--- config.mk ---
export PLATFORM = sky130hd
export DESIGN_NAME = rxd_deser
export DESIGN_NICKNAME = d
export VERILOG_FILES = /design/src/pkg/rxd_pkg.sv /design/src/hw/rxd_deser.sv
export SDC_FILE = /design/constraint.sdc
export NUM_CORES = 1
export LEC_CHECK = 0
export BUFFER_PORTS_ARGS = -buffer_cell sky130_fd_sc_hd__buf_2
export CORE_ASPECT_RATIO = 1.5
export CORE_UTILIZATION = 40
export DETAILED_ROUTE_END_ITERATION = 12
export PLACE_DENSITY_LB_ADDON = 0.25
export SETUP_SLACK_MARGIN = 0.02
export SLEW_MARGIN = 20
export SYNTH_ARGS = -nofsm -noshare
export SYNTH_HDL_FRONTEND = slang
export SYNTH_SLANG_ARGS = --single-unit
--- constraint.sdc ---
create_clock -name clk -period 2.5 [get_ports clk]
set_input_delay 0.125 -clock clk [delete_from_list [all_inputs] [get_ports clk]]
set_output_delay 0.125 -clock clk [all_outputs]
set_load 0.02 [all_outputs]
--- src/pkg/rxd_pkg.sv ---
// rxd_pkg: constants for the receive deserialiser with signal detect
// assumes a single 40 MHz system clock that oversamples the serial clock
package rxd_pkg;

	// ----------------------------------------------------------------
	// clock
	// ----------------------------------------------------------------
	localparam int          CLK_PERIOD_PS   = 25000;

	// ----------------------------------------------------------------
	// word layout
	// ----------------------------------------------------------------
	localparam int          WORD_W          = 16;
	localparam int          WORD_MSB        = 15;
	localparam int          WORD_LSB        = 0;
	localparam int          BIT_CNT_W       = 4;
	localparam logic [3:0]  BIT_CNT_LAST    = 4'hf;
	localparam logic [3:0]  BIT_CNT_HALF    = 4'h8;
	localparam int          PAR_CLK_BIT     = 3;

	// ----------------------------------------------------------------
	// buffering
	// ----------------------------------------------------------------
	localparam int          FIFO_DEPTH      = 32;
	localparam int          FIFO_AW         = 5;

	// ----------------------------------------------------------------
	// reset values
	// ----------------------------------------------------------------
	localparam logic [15:0] WORD_RST        = 16'h0000;
	localparam logic [3:0]  BIT_CNT_RST     = 4'h0;
	localparam logic        PAR_CLK_RST     = 1'b0;
	localparam logic [2:0]  SYNC_RST        = 3'h0;

	// ----------------------------------------------------------------
	// pin levels
	// ----------------------------------------------------------------
	localparam logic        FORCED_BIT      = 1'b0;
	localparam logic        PULL_LEVEL      = 1'b0;

	// ----------------------------------------------------------------
	// receive state
	// ----------------------------------------------------------------
	typedef enum logic [1:0]
	{
		RXD_IDLE    = 2'b00,
		RXD_RUN     = 2'b01,
		RXD_STALL   = 2'b10
	} rxd_state_t;

endpackage

--- src/hw/rxd_deser.sv ---
// rxd_deser: receive serial-to-parallel path with signal detect gating
// assumes serial clock, data and detect pins arrive asynchronous to clk;
// downstream framing logic runs on clk and may stall via par_word_ready
`timescale 1ns/1ps

// ----------------------------------------------------------------
// word fifo
// ----------------------------------------------------------------
module rxd_fifo
	import rxd_pkg::*;
#(
	parameter int W     = 16,
	parameter int DEPTH = 32,
	parameter int AW    = 5
)
(
	// clock and reset
	input  wire logic           clk,
	input  wire logic           nrst,
	// fill side
	input  wire logic           in_valid,
	output logic                in_ready,
	input  wire logic [W-1:0]   in_data,
	// drain side
	output logic                out_valid,
	input  wire logic           out_ready,
	output logic      [W-1:0]   out_data
);

	logic [W-1:0]   mem_reg [DEPTH];
	logic [AW:0]    wr_ptr_reg;
	logic [AW:0]    rd_ptr_reg;
	wire            empty;
	wire            full;
	wire            push;
	wire            pop;

	assign empty     = (wr_ptr_reg == rd_ptr_reg);
	assign full      = (wr_ptr_reg[AW] != rd_ptr_reg[AW])
	                && (wr_ptr_reg[AW-1:0] == rd_ptr_reg[AW-1:0]);
	assign in_ready  = !full;
	assign out_valid = !empty;
	assign push      = in_valid && in_ready;
	assign pop       = out_valid && out_ready;
	assign out_data  = mem_reg[rd_ptr_reg[AW-1:0]];

	always_ff @(posedge clk)
	begin
		if (push)
			mem_reg[wr_ptr_reg[AW-1:0]] <= in_data;
	end

	always_ff @(posedge clk)
	begin
		if (!nrst)
		begin
			wr_ptr_reg <= '0;
			rd_ptr_reg <= '0;
		end
		else
		begin
			if (push)
				wr_ptr_reg <= wr_ptr_reg + 1'b1;
			if (pop)
				rd_ptr_reg <= rd_ptr_reg + 1'b1;
		end
	end

endmodule

// ----------------------------------------------------------------
// top: deserialiser
// ----------------------------------------------------------------
module rxd_deser
	import rxd_pkg::*;
(
	// clock and reset
	input  wire logic           clk,
	input  wire logic           nrst,
	// serial line side
	input  wire logic           rx_serial_data_pos,
	input  wire logic           rx_serial_data_neg,
	input  wire logic           rx_serial_clock_pos,
	input  wire logic           rx_serial_clock_neg,
	// signal detect
	input  wire logic           sig_detect_diff_level,
	input  wire logic           sig_detect_logic_level,
	output logic                sd_diff_pull_out,
	output logic                sd_diff_pull_oe_n,
	// parallel side
	output logic      [15:0]    par_word_out,
	output logic                par_word_clock_pos,
	output logic                par_word_clock_neg,
	input  wire logic           par_word_ready,
	// status
	output logic                sig_detect_active,
	output logic                rx_overflow
);

	// ----------------------------------------------------------------
	// pin synchronisers
	// ----------------------------------------------------------------
	logic [1:0]     dp_sync_reg;
	logic [1:0]     dn_sync_reg;
	logic [2:0]     ck_sync_reg;
	logic [1:0]     sdd_sync_reg;
	logic [1:0]     sdl_sync_reg;

	always_ff @(posedge clk)
	begin
		if (!nrst)
		begin
			dp_sync_reg  <= SYNC_RST[1:0];
			dn_sync_reg  <= SYNC_RST[1:0];
			ck_sync_reg  <= SYNC_RST;
			sdd_sync_reg <= SYNC_RST[1:0];
			sdl_sync_reg <= SYNC_RST[1:0];
		end
		else
		begin
			dp_sync_reg  <= {dp_sync_reg[0], rx_serial_data_pos};
			dn_sync_reg  <= {dn_sync_reg[0], rx_serial_data_neg};
			ck_sync_reg  <= {ck_sync_reg[1:0],
			                 rx_serial_clock_pos & ~rx_serial_clock_neg};
			sdd_sync_reg <= {sdd_sync_reg[0], sig_detect_diff_level};
			sdl_sync_reg <= {sdl_sync_reg[0], sig_detect_logic_level};
		end
	end

	// ----------------------------------------------------------------
	// signal detect and data gating
	// ----------------------------------------------------------------
	wire            sd_diff;
	wire            sd_logic;
	wire            sd_eff;
	wire            line_bit;
	wire            gated_bit;
	wire            ser_rise;

	// weak pull-down: driven low, resolved as weak by the pad
	assign sd_diff_pull_out  = PULL_LEVEL;
	assign sd_diff_pull_oe_n = 1'b0;

	assign sd_diff   = sdd_sync_reg[1];
	assign sd_logic  = sdl_sync_reg[1];
	// diff detect high flips logic detect to active low; with logic
	// detect low, diff detect itself acts active high
	assign sd_eff    = sd_logic ^ sd_diff;
	// differential data: positive leg high and negative leg low is a one
	assign line_bit  = dp_sync_reg[1] & ~dn_sync_reg[1];
	assign gated_bit = sd_eff ? line_bit : FORCED_BIT;
	// rising edge of the supplied serial clock after synchronising
	assign ser_rise  = ck_sync_reg[1] & ~ck_sync_reg[2];

	// ----------------------------------------------------------------
	// shift register and bit counter
	// ----------------------------------------------------------------
	logic [15:0]    shift_reg;
	logic [15:0]    shift_next;
	logic [3:0]     bit_cnt_reg;
	logic [3:0]     bit_cnt_next;
	wire            word_done;

	assign shift_next   = {shift_reg[WORD_MSB-1:WORD_LSB], gated_bit};
	assign bit_cnt_next = bit_cnt_reg + 4'h1;
	assign word_done    = ser_rise && (bit_cnt_reg == BIT_CNT_LAST);

	always_ff @(posedge clk)
	begin
		if (!nrst)
		begin
			shift_reg   <= WORD_RST;
			bit_cnt_reg <= BIT_CNT_RST;
		end
		else if (ser_rise)
		begin
			shift_reg   <= shift_next;
			bit_cnt_reg <= bit_cnt_next;
		end
	end

	// ----------------------------------------------------------------
	// word hand-off state
	// ----------------------------------------------------------------
	rxd_state_t     state_reg;
	rxd_state_t     state_next;
	logic [15:0]    word_reg;
	wire            fifo_in_ready;
	wire            fifo_out_valid;
	wire [15:0]     fifo_out_data;
	wire            push_req;
	wire            drop;

	assign push_req = (state_reg == RXD_RUN);
	assign drop     = word_done && (state_reg == RXD_STALL);

	always_comb
	begin
		state_next = state_reg;
		unique case (state_reg)
			RXD_IDLE:
				if (word_done)
					state_next = RXD_RUN;
			RXD_RUN:
				if (word_done)
					state_next = RXD_RUN;
				else if (fifo_in_ready)
					state_next = RXD_IDLE;
				else
					state_next = RXD_STALL;
			RXD_STALL:
				if (fifo_in_ready)
					state_next = RXD_RUN;
			default:
				state_next = RXD_IDLE;
		endcase
	end

	always_ff @(posedge clk)
	begin
		if (!nrst)
		begin
			state_reg <= RXD_IDLE;
			word_reg  <= WORD_RST;
		end
		else
		begin
			state_reg <= state_next;
			if (word_done && (state_reg != RXD_STALL))
				word_reg <= shift_next;
		end
	end

	// ----------------------------------------------------------------
	// word buffer
	// ----------------------------------------------------------------
	wire            par_fall;
	wire            fifo_pop;

	assign fifo_pop = par_fall && par_word_ready;

	rxd_fifo
	#(
		.W      (WORD_W),
		.DEPTH  (FIFO_DEPTH),
		.AW     (FIFO_AW)
	)
	u_fifo
	(
		.clk        (clk),
		.nrst       (nrst),
		.in_valid   (push_req),
		.in_ready   (fifo_in_ready),
		.in_data    (word_reg),
		.out_valid  (fifo_out_valid),
		.out_ready  (fifo_pop),
		.out_data   (fifo_out_data)
	);

	// ----------------------------------------------------------------
	// parallel clock and output word
	// ----------------------------------------------------------------
	logic           par_clk_reg;
	logic           par_clk_n_reg;
	logic [15:0]    par_word_reg;
	logic           sd_reg;
	logic           ovf_reg;
	wire            par_clk_next;

	// high for bit counts 8..15, so it falls as each word completes
	assign par_clk_next = bit_cnt_next[PAR_CLK_BIT];
	assign par_fall     = ser_rise && par_clk_reg && !par_clk_next;

	always_ff @(posedge clk)
	begin
		if (!nrst)
		begin
			par_clk_reg   <= PAR_CLK_RST;
			par_clk_n_reg <= !PAR_CLK_RST;
		end
		else if (ser_rise)
		begin
			par_clk_reg   <= par_clk_next;
			par_clk_n_reg <= !par_clk_next;
		end
	end

	always_ff @(posedge clk)
	begin
		if (!nrst)
			par_word_reg <= WORD_RST;
		else if (fifo_pop && fifo_out_valid)
			par_word_reg <= fifo_out_data;
	end

	always_ff @(posedge clk)
	begin
		if (!nrst)
		begin
			sd_reg  <= 1'b0;
			ovf_reg <= 1'b0;
		end
		else
		begin
			sd_reg  <= sd_eff;
			ovf_reg <= drop;
		end
	end

	assign par_word_out       = par_word_reg;
	assign par_word_clock_pos = par_clk_reg;
	assign par_word_clock_neg = par_clk_n_reg;
	assign sig_detect_active  = sd_reg;
	assign rx_overflow        = ovf_reg;

endmodule

==> impl_summary.txt, run 1 <==
----------------------------------------------------
[STA]
  Pin slew with the least headroom to its limit ... 0.8492 ns
  Tcrit/Tclk final ... a little under 100%
  Minimum period implied by the final worst setup slack ... 2.431 ns
  Number of setup violations in the final report ... 0
  Hold Worst Slack ... 0.2619 ns
  Number of pins with negative max-slew slack in the final report ... 0
  Worst slew margin relative to its limit ... approximately 43%
  Clock Skews ... 0.02791 ns
  F_max ... 411.4 MHz
  Final TNS setup ... 0 ns
  Setup repair after global routing missed its margin ... true
  PnR worst setup slack ... 0.06902 ns
  Hold Violations, Final ... 0

[Placement]
  Worst slack, placed ... -0.1945 ns
  Placed cells ... approximately 2,000
  Count of port buffers added during placement ... 28
  Post-detail-place hpwl ... 32.62 mm
  Placer's final routability congestion estimate ... slightly above 0.8

[Power]
  Maximum resistive drop on vdd ... 0.5113 mV
  Pwr/cell area ... 710.3 mW/mm^2
  Net Sw Frac ... 18.59%
  Combinational share of power ... 0.4%
  P_leak ... between 8 and 9 nW
  Internal Pwr Total ... 15.01 mW
  Clock share of power ... a little over two fifths
  Power dissipated by switching net loads ... ~3.4 mW
  Share of total power in sequential cells ... a little under three fifths

[Routing]
  Total detailed-routing wirelength ... 51.25 mm
  Starting DRC count in detailed routing ... 797
  Mean number of vias per cell ... between 5 and 6
  Routed WL per cell ... 24.30 um
  Post-route ant nets ... 0
  DR pass1 iterations ... 5
  Total number of vias ... around 11,000
  Remaining DRCs ... 0

[Logic synthesis]
  Yosys cell types ... 48
  Dominant register cell in the synthesized netlist ... sky130_fd_sc_hd__edfxtp_1
  Sequential share of the synthesized area ... 75.15%
  Gate count of the mapped netlist ... 1,260
  Yosys synthesis warning count ... 0
  Portion of synthesized cell area occupied by the leading cell type ... 68.14%
  Synth async-reset ratio ... 0%
  Cell with the most instances after synthesis ... sky130_fd_sc_hd__edfxtp_1
  Largest area contributor in the synthesized netlist ... sky130_fd_sc_hd__edfxtp_1
  Cell area after technology mapping ... 0.02256 mm^2
  Number of enable flip-flop cells after synthesis ... ~510
  Top post-synthesis cells by area ... sky130_fd_sc_hd__edfxtp_1 (68%), sky130_fd_sc_hd__mux4_2 (8.1%), sky130_fd_sc_hd__dfxtp_1 (7.0%)
  List of most frequent post-synthesis cells ... sky130_fd_sc_hd__edfxtp_1 (512), sky130_fd_sc_hd__nand2_1 (91), sky130_fd_sc_hd__mux4_2 (81), sky130_fd_sc_hd__dfxtp_1 (79), sky130_fd_sc_hd__a21oi_1 (67)
  Synthesis-stage register bit count ... 591
  Mean instance size in the synthesized netlist ... between 15 and 20 um^2

[Floorplan]
  Initial Utilization ... 40.51%
  Horiz. Die Dim ... around 200 um
  I/O Pins ... 31
  Core area ... 0.05570 mm^2
  DIE AREA ... 0.05738 mm^2
  Cell Rows ... 106
  Die height ... between 200 and 300 um

[Critical path]
  Crit path launch type ... flop
  Maximum fanout encountered on the critical timing path ... 16
  Worst path required time ... roughly 2.8 ns
  Critical path data arrival time ... 2.68 ns
  Setup slack on the worst flop-to-flop path ... 0.07 ns
  R2r startpoint ... u_fifo.wr_ptr_reg[3]
  End of the worst register-to-register path ... u_fifo.mem_reg[8][14]
  Crit. End Element ... flop
  Setup CP Type ... flop to flop
  Logic depth of the worst register-to-register path ... 6

[Outcome]
  Status ... complete, no violations

[Clocking]
  Cts bufs inserted ... 51
  Insertion delay to the later sink of the worst-skew pair ... 0.58 ns
  CTS tree ... done
  H-tree depth ... 2
  Maximum number of buffers from clock root to sink ... 3
  Buffers inserted by post-CTS timing repair ... 0
  Clock-pin slew on the worst setup and hold paths ... 0.06 ns
  Root buf cell ... sky130_fd_sc_hd__clkbuf_16
  Sink count of the clock tree ... 591

[Global routing]
  Global-route usage over all layers ... a little under a fifth
  Number of global-route vias before repair ... approximately 12,000
  Maximum number of pins on one net before global-route repair ... between 80 and 90
  Wire length of the first global-routing pass ... 76.69 mm
  Initial antenna violation count ... 2
  Overflow left after global routing ... 0

[Final layout]
  Non-filler instance count after layout ... 2,109
  Number of nets at the end of the flow ... ~1,400
  Share of final-layout standard cells stronger than drive strength 1 ... 22.05%
  Max reg flops ... 512
  Signed area change from the synthesized netlist to the final layout ... 15.05%
  Final core area utilization ... 46.61%

[Flow run]
  MaxCap Viol Count ... 0

[Min path]
  Class of the tightest hold or removal check ... input port to flop
  Hold Path Origin ... par_word_ready
  Min-Delay Endpoint ... u_fifo.rd_ptr_reg[0]
  Number of cells traversed by the worst hold path ... 6

----------------------------------------------------
[cells by family (layout without fill, tap and decap cells)]
logic type	Yosys count	count (layout)	synth area share, %
multiplexers	162	162	11.77
other	1	3	0.01662
buffers and inverters	86	231	1.952
AO/OA/AOI/OAI	193	193	5.961
flip-flops	591	591	75.15
adder cells (fa/ha/maj)	6	6	0.3327
AND/OR/NAND/NOR	204	204	4.164
XOR/XNOR	17	17	0.6599
[stage by stage]
step | instance area (um^2) | power [mW]
after global routing | 25960 | 18.97
after floorplan | 22570 | 10.81
after detailed placement | 24140 | 10.83
after global placement | 24120 | 10.82
after CTS | 25950 | 18.65
final | 25960 | 18.44
[power groups by stage]
stage / Combinational, mW / Clock (mW) / Sequential (mW)
CTS: 0.0647 / 8.03 / 10.6
floorplan: 0.0363 / 0 / 10.8
global route: 0.0709 / 8.34 / 10.6
finish: 0.0648 / 7.82 / 10.6
detailed placement: 0.0519 / 0 / 10.8
global placement: 0.0507 / 0 / 10.8
[critical path: stages (launching register included)]
cell,delay [ns]
sky130_fd_sc_hd__dfxtp_1,0.52
sky130_fd_sc_hd__xnor2_1,0.14
sky130_fd_sc_hd__and2_1,0.17
sky130_fd_sc_hd__a31oi_1,0.36
sky130_fd_sc_hd__nand2_1,0.41
sky130_fd_sc_hd__nor2_1,0.22
sky130_fd_sc_hd__buf_4,0.29
[worst max-delay path by stage]
stage                         startpoint                endpoint  slack [ns]  depth (start not counted)
finish              u_fifo.wr_ptr_reg[3]   u_fifo.mem_reg[8][14]        0.07                          6
global route        u_fifo.wr_ptr_reg[3]  u_fifo.mem_reg[13][14]       -0.08                          6
floorplan           u_fifo.rd_ptr_reg[1]   u_fifo.mem_reg[28][0]        0.01                          6
global placement    u_fifo.rd_ptr_reg[1]         par_word_out[2]       -0.46                          6
CTS                 u_fifo.rd_ptr_reg[1]   u_fifo.mem_reg[8][14]        0.07                          6
detailed placement  u_fifo.rd_ptr_reg[1]         par_word_out[6]       -0.19                          5
[repair_timing]
item / in CTS / in global routing
hold buffers: 11 / 0
gates cloned: 0 / 0
endpoints found under the setup margin: 7 / 339
hold endpoints to repair: 14 / 0
resized for setup: 7 / 2
pin swaps: 0 / 0
[per-layer routing]
| metal | wire length (um) | up-vias | track usage, % |
|---|---|---|---|
| met3 | 2480 | 69 | 2.418 |
| met5 | 0 | - | 0 |
| met2 | 25700 | 304 | 31.39 |
| met4 | 2298 | 0 | 8.803 |
| met1 | 20770 | 5802 | 23.00 |
| li1 | - | 5218 | - |
[cell type report]
class                           instances  area (um^2)
Fill cell                            4735        29740
Clock buffer                           68         1390
Sequential cell                       591        16970
Inverter                                8        30.03
Timing Repair Buffer                  128         1181
Tap cell                              702        878.3
Clock inverter                         27        265.3
Antenna cell                            1        2.502
Multi-Input combinational cell        584         5246
[placed cells by master (no fill, tap or decap), drive strengths merged, types with 3 or more instances in the layout]
cell type / n
edfxtp: 512
nor2: 49
or3: 3
dfxtp: 79
nand3: 6
and2: 14
buf: 117
a211oi: 16
nand3b: 3
ha: 6
dlygate4sd3: 11
mux4: 81
o22ai: 16
mux2: 16
o311ai: 3
clkbuf: 68
o21ai: 3
clkinv: 17
a32o: 16
and3: 3
xnor2: 12
a21oi: 67
o221ai: 31
a22oi: 15
xor2: 5
nand2b: 3
nor2b: 19
o31ai: 18
inv: 12
nor3: 3
mux2i: 65
nand2: 91
bufinv: 5
Power figures use the tool's default switching activity.
==> run 2, diff against run 1 <==
- BUFFER_PORTS_ARGS: -buffer_cell sky130_fd_sc_hd__buf_2 -> -buffer_cell sky130_fd_sc_hd__buf_4
- PLACE_DENSITY_LB_ADDON: 0.25 -> default
==> impl_summary.txt, run 2 (synthesis gave the netlist of run 1 again) <==
----------------------------------------------------
[Floorplan]
  DIE AREA ... 0.05738 mm^2
  Core area ... ~0.056 mm^2
  Horiz. Die Dim ... 195.9 um
  Cell Rows ... between 100 and 150
  I/O Pins ... 31
  Initial Utilization ... between 40% and 50%
  Die height ... 292.9 um

[Critical path]
  Worst path required time ... 3.03 ns
  Crit. End Element ... flop
  Max incr delay on CP ... a little under 0.8 ns
  Maximum fanout encountered on the critical timing path ... 16
  Setup CP Type ... flop to flop
  Critical path data arrival time ... 2.85 ns
  End of the worst register-to-register path ... par_word_out[14]
  Crit path cell chain ... buf_12, or2_2, o22ai_1, o31ai_1, a32o_1
  R2r startpoint ... u_fifo.rd_ptr_reg[1]
  Setup slack on the worst flop-to-flop path ... approximately 0.18 ns
  Crit path launch type ... flop
  Cell at the slowest stage of the critical path ... sky130_fd_sc_hd__o31ai_1
  Logic depth of the worst register-to-register path ... 5

[STA]
  Minimum period implied by the final worst setup slack ... 2.323 ns
  Final TNS setup ... 0 ns
  Clock Skews ... 0.02260 ns
  F_max ... about 430 MHz
  Number of setup violations in the final report ... 0
  Pin slew with the least headroom to its limit ... 0.9425 ns
  Worst slew margin relative to its limit ... 36.93%
  Setup repair after global routing missed its margin ... false
  Number of pins with negative max-slew slack in the final report ... 0
  Tcrit/Tclk final ... between 90 and 100%
  Hold Violations, Final ... 0

[Flow run]
  MaxCap Viol Count ... 0

[Final layout]
  Number of nets at the end of the flow ... 1,400
  Most frequent cells in the layout ... sky130_fd_sc_hd__edfxtp_1 (512), sky130_fd_sc_hd__buf_4 (101), sky130_fd_sc_hd__nand2_1 (91)
  Most frequent standard cell in the layout excluding fill and tap cells ... sky130_fd_sc_hd__edfxtp_1
  Non-filler instance count after layout ... approximately 2,100
  Share of final-layout standard cells stronger than drive strength 1 ... 22.70%
  Diode count ... 0
  Register area ... 0.01697 mm^2
  Max reg flops ... 512
  Signed area change from the synthesized netlist to the final layout ... 16.68%
  Fill cells ... about 4,700
  Total area of multi-input combinational cells ... between 0.005 and 0.006 mm^2

[Routing]
  Met1 WL ... about 20 mm
  Total number of vias ... 11,669
  Starting DRC count in detailed routing ... around 850
  Remaining DRCs ... 0
  DR pass1 iterations ... 5
  Post-route ant nets ... 0
  Routed WL per cell ... 24.39 um
  Total length of routed met2 wires ... 28.06 mm
  Total detailed-routing wirelength ... around 52 mm
  Top Metal Used ... met4
  Mean number of vias per cell ... 5.481
  Met3 wire length ... 2.165 mm

[Clocking]
  Number of gates resized after cts ... 0
  Sink count of the clock tree ... 591
  Clock-pin slew on the worst setup and hold paths ... approximately 0.07 ns
  Maximum number of buffers from clock root to sink ... 3
  Root buf cell ... sky130_fd_sc_hd__clkbuf_16
  H-tree depth ... 2
  Insertion delay to the later sink of the worst-skew pair ... 0.59 ns
  Cts bufs inserted ... 52
  CTS tree ... done

[Global routing]
  Maximum number of pins on one net before global-route repair ... 49
  Global-route usage over all layers ... 18.52%
  Overflow left after global routing ... 0
  Initial antenna violation count ... 0
  Wire length of the first global-routing pass ... 77.18 mm
  Number of global-route vias before repair ... roughly 12,000

[Min path]
  Number of cells traversed by the worst hold path ... 6
  Class of the tightest hold or removal check ... input port to flop
  Min-Delay Endpoint ... u_fifo.rd_ptr_reg[0]
  Hold Path Origin ... par_word_ready

[Placement]
  Post-detail-place hpwl ... 32.70 mm
  Placed cells ... roughly 2,000
  Placer's final routability congestion estimate ... around 0.81
  Count of port buffers added during placement ... 28

[Power]
  P_leak ... 8.404 nW
  Pwr/cell area ... 705.3 mW/mm^2
  Maximum resistive drop on vdd ... roughly 0.5 mV

[Outcome]
  Status ... complete, no violations

----------------------------------------------------
-- run 2: per-stage QoR --
step / hold slack, ns / utilization [%] / area, um^2 / worst slack [ns] / power [mW]
6_report: 0.2771 / 47.26 / 26330 / 0.1770 / 18.57
5_1_grt: 0.3165 / 47.26 / 26330 / 0.06939 / 19.03
4_1_cts: 0.2430 / 47.26 / 26330 / 0.1584 / 18.70
3_5_place_dp: 0.2945 / 44.03 / 24530 / 0.1655 / 10.83
3_3_place_gp: 0.2932 / 44.03 / 24530 / 0.1688 / 10.83
2_1_floorplan: 0.2011 / - / 22570 / 0.01195 / 10.81
-- run 2: per-layer routing --
layer	up-vias	GRT usage [%]
met1	6010	21.74
met5	-	0
met3	90	1.900
met2	300	34.24
met4	0	7.755
li1	5269	-
-- run 2: power by group --
| group | total, mW | switching, mW | internal [mW] |
|---|---|---|---|
| logic | 0.0693 | 0.0392 | 0.0302 |
| clock network | 7.94 | 3.48 | 4.46 |
| registers | 10.6 | 0.00308 | 10.6 |
| total | 18.6 | 3.52 | 15.0 |
-- run 2: worst max-delay path, delay by kind of cell (launching register included) --
| family | cells | cell delay, ns |
|---|---|---|
| buffers and inverters | 1 | 0.19 |
| and+or+nand+nor | 1 | 0.35 |
| DFF | 1 | 0.52 |
| AOI/OAI and AO/OA | 3 | 1.21 |
-- run 2: what timing repair did --
item | CTS | global route
setup buffers | 0 | 0
hold buffers | 11 | 0
hold endpoints to repair | 16 | 0
-- run 2: area by class of cell --
class / instances / share of cell area (%)
Clock inverter: 35 / 1.183
Timing Repair Buffer: 148 / 6.036
Multi-Input combinational cell: 584 / 19.65
Clock buffer: 61 / 5.232
Sequential cell: 591 / 64.45
Inverter: 8 / 0.1141
Tap cell: 702 / 3.336
-- run 2: how the worst max path moves through the flow --
stage	depth (start not counted)	startpoint	endpoint	slack, ns
6_report	5	u_fifo.rd_ptr_reg[1]	par_word_out[14]	0.18
5_1_grt	6	u_fifo.rd_ptr_reg[1]	u_fifo.mem_reg[18][7]	0.07
4_1_cts	5	u_fifo.rd_ptr_reg[1]	par_word_out[0]	0.16
3_5_place_dp	5	u_fifo.rd_ptr_reg[1]	par_word_out[0]	0.17
3_3_place_gp	5	u_fifo.rd_ptr_reg[1]	par_word_out[0]	0.17
2_1_floorplan	6	u_fifo.rd_ptr_reg[1]	u_fifo.mem_reg[28][0]	0.01
==> run 3, diff against run 2 <==
- BUFFER_PORTS_ARGS: -buffer_cell sky130_fd_sc_hd__buf_4 -> default
- DONT_BUFFER_PORTS: default -> 1
==> impl_summary.txt, run 3 (synthesis gave the netlist of run 1 again) <==
----------------------------------------------------
[Outcome]
  Status ... complete, no violations

[Clocking]
  Buffers inserted by post-CTS timing repair ... 0
  H-tree depth ... 2
  Cts bufs inserted ... 51
  CTS tree ... done
  Insertion delay to the later sink of the worst-skew pair ... 0.59 ns
  Maximum number of buffers from clock root to sink ... 3
  Root buf cell ... sky130_fd_sc_hd__clkbuf_16
  Sink count of the clock tree ... between 500 and 600
  Clock-pin slew on the worst setup and hold paths ... 0.07 ns

[STA]
  Setup repair after global routing missed its margin ... false
  Number of pins with negative max-slew slack in the final report ... 0
  F_max ... roughly 430 MHz
  Number of setup violations in the final report ... 0
  PnR worst setup slack ... 0.1898 ns
  Minimum period implied by the final worst setup slack ... 2.310 ns
  Worst slew margin relative to its limit ... 28.99%
  Final TNS setup ... 0 ns
  Pin slew with the least headroom to its limit ... 1.060 ns
  Hold Violations, Final ... 0
  Tcrit/Tclk final ... 92.41%
  Clock Skews ... 0.02411 ns

[Routing]
  Remaining DRCs ... 0
  Total detailed-routing wirelength ... 50.97 mm
  Starting DRC count in detailed routing ... 867
  DR pass1 iterations ... 5
  Mean number of vias per cell ... 5.497
  Total number of vias ... 11,462
  Post-route ant nets ... 0
  Routed WL per cell ... 24.45 um

[Critical path]
  Logic depth of the worst register-to-register path ... 6
  Crit. End Element ... flop
  Maximum fanout encountered on the critical timing path ... 20
  Critical path data arrival time ... 2.80 ns
  Crit path cell chain ... buf_12, buf_12, mux4_2, a22oi_1, nand2_1, a32o_1
  Setup slack on the worst flop-to-flop path ... 0.19 ns
  End of the worst register-to-register path ... par_word_out[3]
  Cell at the slowest stage of the critical path ... sky130_fd_sc_hd__mux4_2
  R2r startpoint ... u_fifo.rd_ptr_reg[0]
  Max incr delay on CP ... 0.51 ns
  Top cell family by delay on the critical path ... compound AO/OA/AOI/OAI gates
  Sum of buffers and inverters on the critical path ... 2
  Worst path required time ... 2.99 ns
  Setup CP Type ... flop to flop
  Crit path launch type ... flop
  Dominant cell type by count on the critical path ... sky130_fd_sc_hd__buf_12

[Floorplan]
  DIE AREA ... 0.05738 mm^2
  Core area ... roughly 0.056 mm^2
  Horiz. Die Dim ... 195.9 um
  Initial Utilization ... ~41%
  Die height ... around 290 um
  Cell Rows ... 106
  I/O Pins ... 31

[Final layout]
  Share of final-layout standard cells stronger than drive strength 1 ... 20.48%
  Total area of multi-input combinational cells ... between 0.005 and 0.006 mm^2
  Most frequent cells in the layout ... sky130_fd_sc_hd__edfxtp_1 (512), sky130_fd_sc_hd__nand2_1 (91), sky130_fd_sc_hd__mux4_2 (81)
  Number of nets at the end of the flow ... between 1,000 and 1,500
  Register area ... ~0.017 mm^2
  Fill cells ... 4,686
  Most frequent standard cell in the layout excluding fill and tap cells ... sky130_fd_sc_hd__edfxtp_1
  Signed area change from the synthesized netlist to the final layout ... 15.30%
  Max reg flops ... roughly 510

[Min path]
  Min-Delay Endpoint ... par_word_out[0]
  Hold Path Origin ... nrst
  Number of cells traversed by the worst hold path ... 3
  Class of the tightest hold or removal check ... input port to flop

[Power]
  Maximum resistive drop on vdd ... 0.4954 mV
  Net Sw Frac ... between 10% and 20%
  Pwr/cell area ... 712.2 mW/mm^2
  Power dissipated by switching net loads ... 3.456 mW
  Share of total power in sequential cells ... between 50% and 60%
  Internal Pwr Total ... approximately 15 mW
  Clock share of power ... 42.7%
  Combinational share of power ... less than 1%
  P_leak ... 8.192 nW

[Global routing]
  Global-route usage over all layers ... 18.14%
  Wire length of the first global-routing pass ... roughly 76 mm
  Initial antenna violation count ... 1
  Overflow left after global routing ... 0
  Number of global-route vias before repair ... 12,002
  Maximum number of pins on one net before global-route repair ... just over 50

[Placement]
  Count of port buffers added during placement ... 0
  Placer's final routability congestion estimate ... 0.8062
  Post-detail-place hpwl ... 30.85 mm
  Worst slack, placed ... 0.1840 ns

[Flow run]
  MaxCap Viol Count ... 0

----------------------------------------------------
## run 3: cell count changes in the layout (fill, tap and decap cells not counted), moves of 2 or more
cell	change
sky130_fd_sc_hd__inv_6	+2
sky130_fd_sc_hd__buf_4	-38
sky130_fd_sc_hd__dlygate4sd3_1	-4
sky130_fd_sc_hd__clkbuf_8	+6
sky130_fd_sc_hd__clkbuf_16	-2
sky130_fd_sc_hd__clkinv_4	-2
sky130_fd_sc_hd__inv_1	+2
sky130_fd_sc_hd__clkinv_2	-8
sky130_fd_sc_hd__clkinv_1	-2
## run 3: worst min-delay path, cell delays in order
cell and delay (ns):
sky130_fd_sc_hd__clkinv_1 0.04, sky130_fd_sc_hd__nor2_2 0.13, sky130_fd_sc_hd__a32o_1 0.25
## run 3: power groups by stage
stage	logic, mW	clock network (mW)	registers [mW]
finish	0.0495	7.92	10.6
floorplan	0.0363	0	10.8
global route	0.0550	8.41	10.6
global placement	0.0380	0	10.8
detailed placement	0.0384	0	10.8
CTS	0.0494	8.08	10.6
## run 3: layout make-up
type                       instances  area share [%]
sequential                       591           65.22
multi-input combinational        584           19.90
clock buffer                      66           5.435
timing repair buffer             107           4.934
tap                              702           3.376
clock inverter                    26           1.015
inverter                           8          0.1154
antenna                            1        0.009619
## run 3: repair_timing
action	in CTS	in global routing
hold buffers	7	0
resized for setup	0	0
setup endpoints to repair	0	0
endpoints found under the hold margin	14	0
## run 3: through the flow
step | area (um^2) | total power [mW] | hold WS [ns] | util (%) | cells
6_report | 26020 | 18.53 | 0.01130 | 46.70 | 2085
5_1_grt | 26010 | 19.02 | 0.02252 | 46.70 | 2084
4_1_cts | 26010 | 18.69 | 0.04401 | 46.70 | 2084
3_5_place_dp | 24260 | 10.81 | 0.2040 | 43.56 | 1985
3_3_place_gp | 24260 | 10.81 | 0.2040 | 43.56 | 1985
2_1_floorplan | 22570 | 10.81 | 0.2011 | - | 1261
## run 3: worst max path at each step
stage	from	to	slack (ns)	depth (start not counted)
after floorplan	u_fifo.rd_ptr_reg[1]	u_fifo.mem_reg[28][0]	0.01	6
after detailed placement	u_fifo.rd_ptr_reg[0]	par_word_out[0]	0.18	6
after CTS	u_fifo.rd_ptr_reg[1]	u_fifo.mem_reg[0][4]	0.18	6
after global placement	u_fifo.rd_ptr_reg[0]	par_word_out[0]	0.19	6
final	u_fifo.rd_ptr_reg[0]	par_word_out[3]	0.19	6
after global routing	u_fifo.rd_ptr_reg[1]	u_fifo.mem_reg[0][0]	0.05	6
## run 3: metal layers
metal / track usage, % / vias up / part of all wire, %
met5: 0 / - / 0
met4: 6.860 / 0 / 3.3
met3: 3.143 / 77 / 5.5
met2: 32.02 / 286 / 51
met1: 22.10 / 5912 / 40
li1: - / 5187 / -
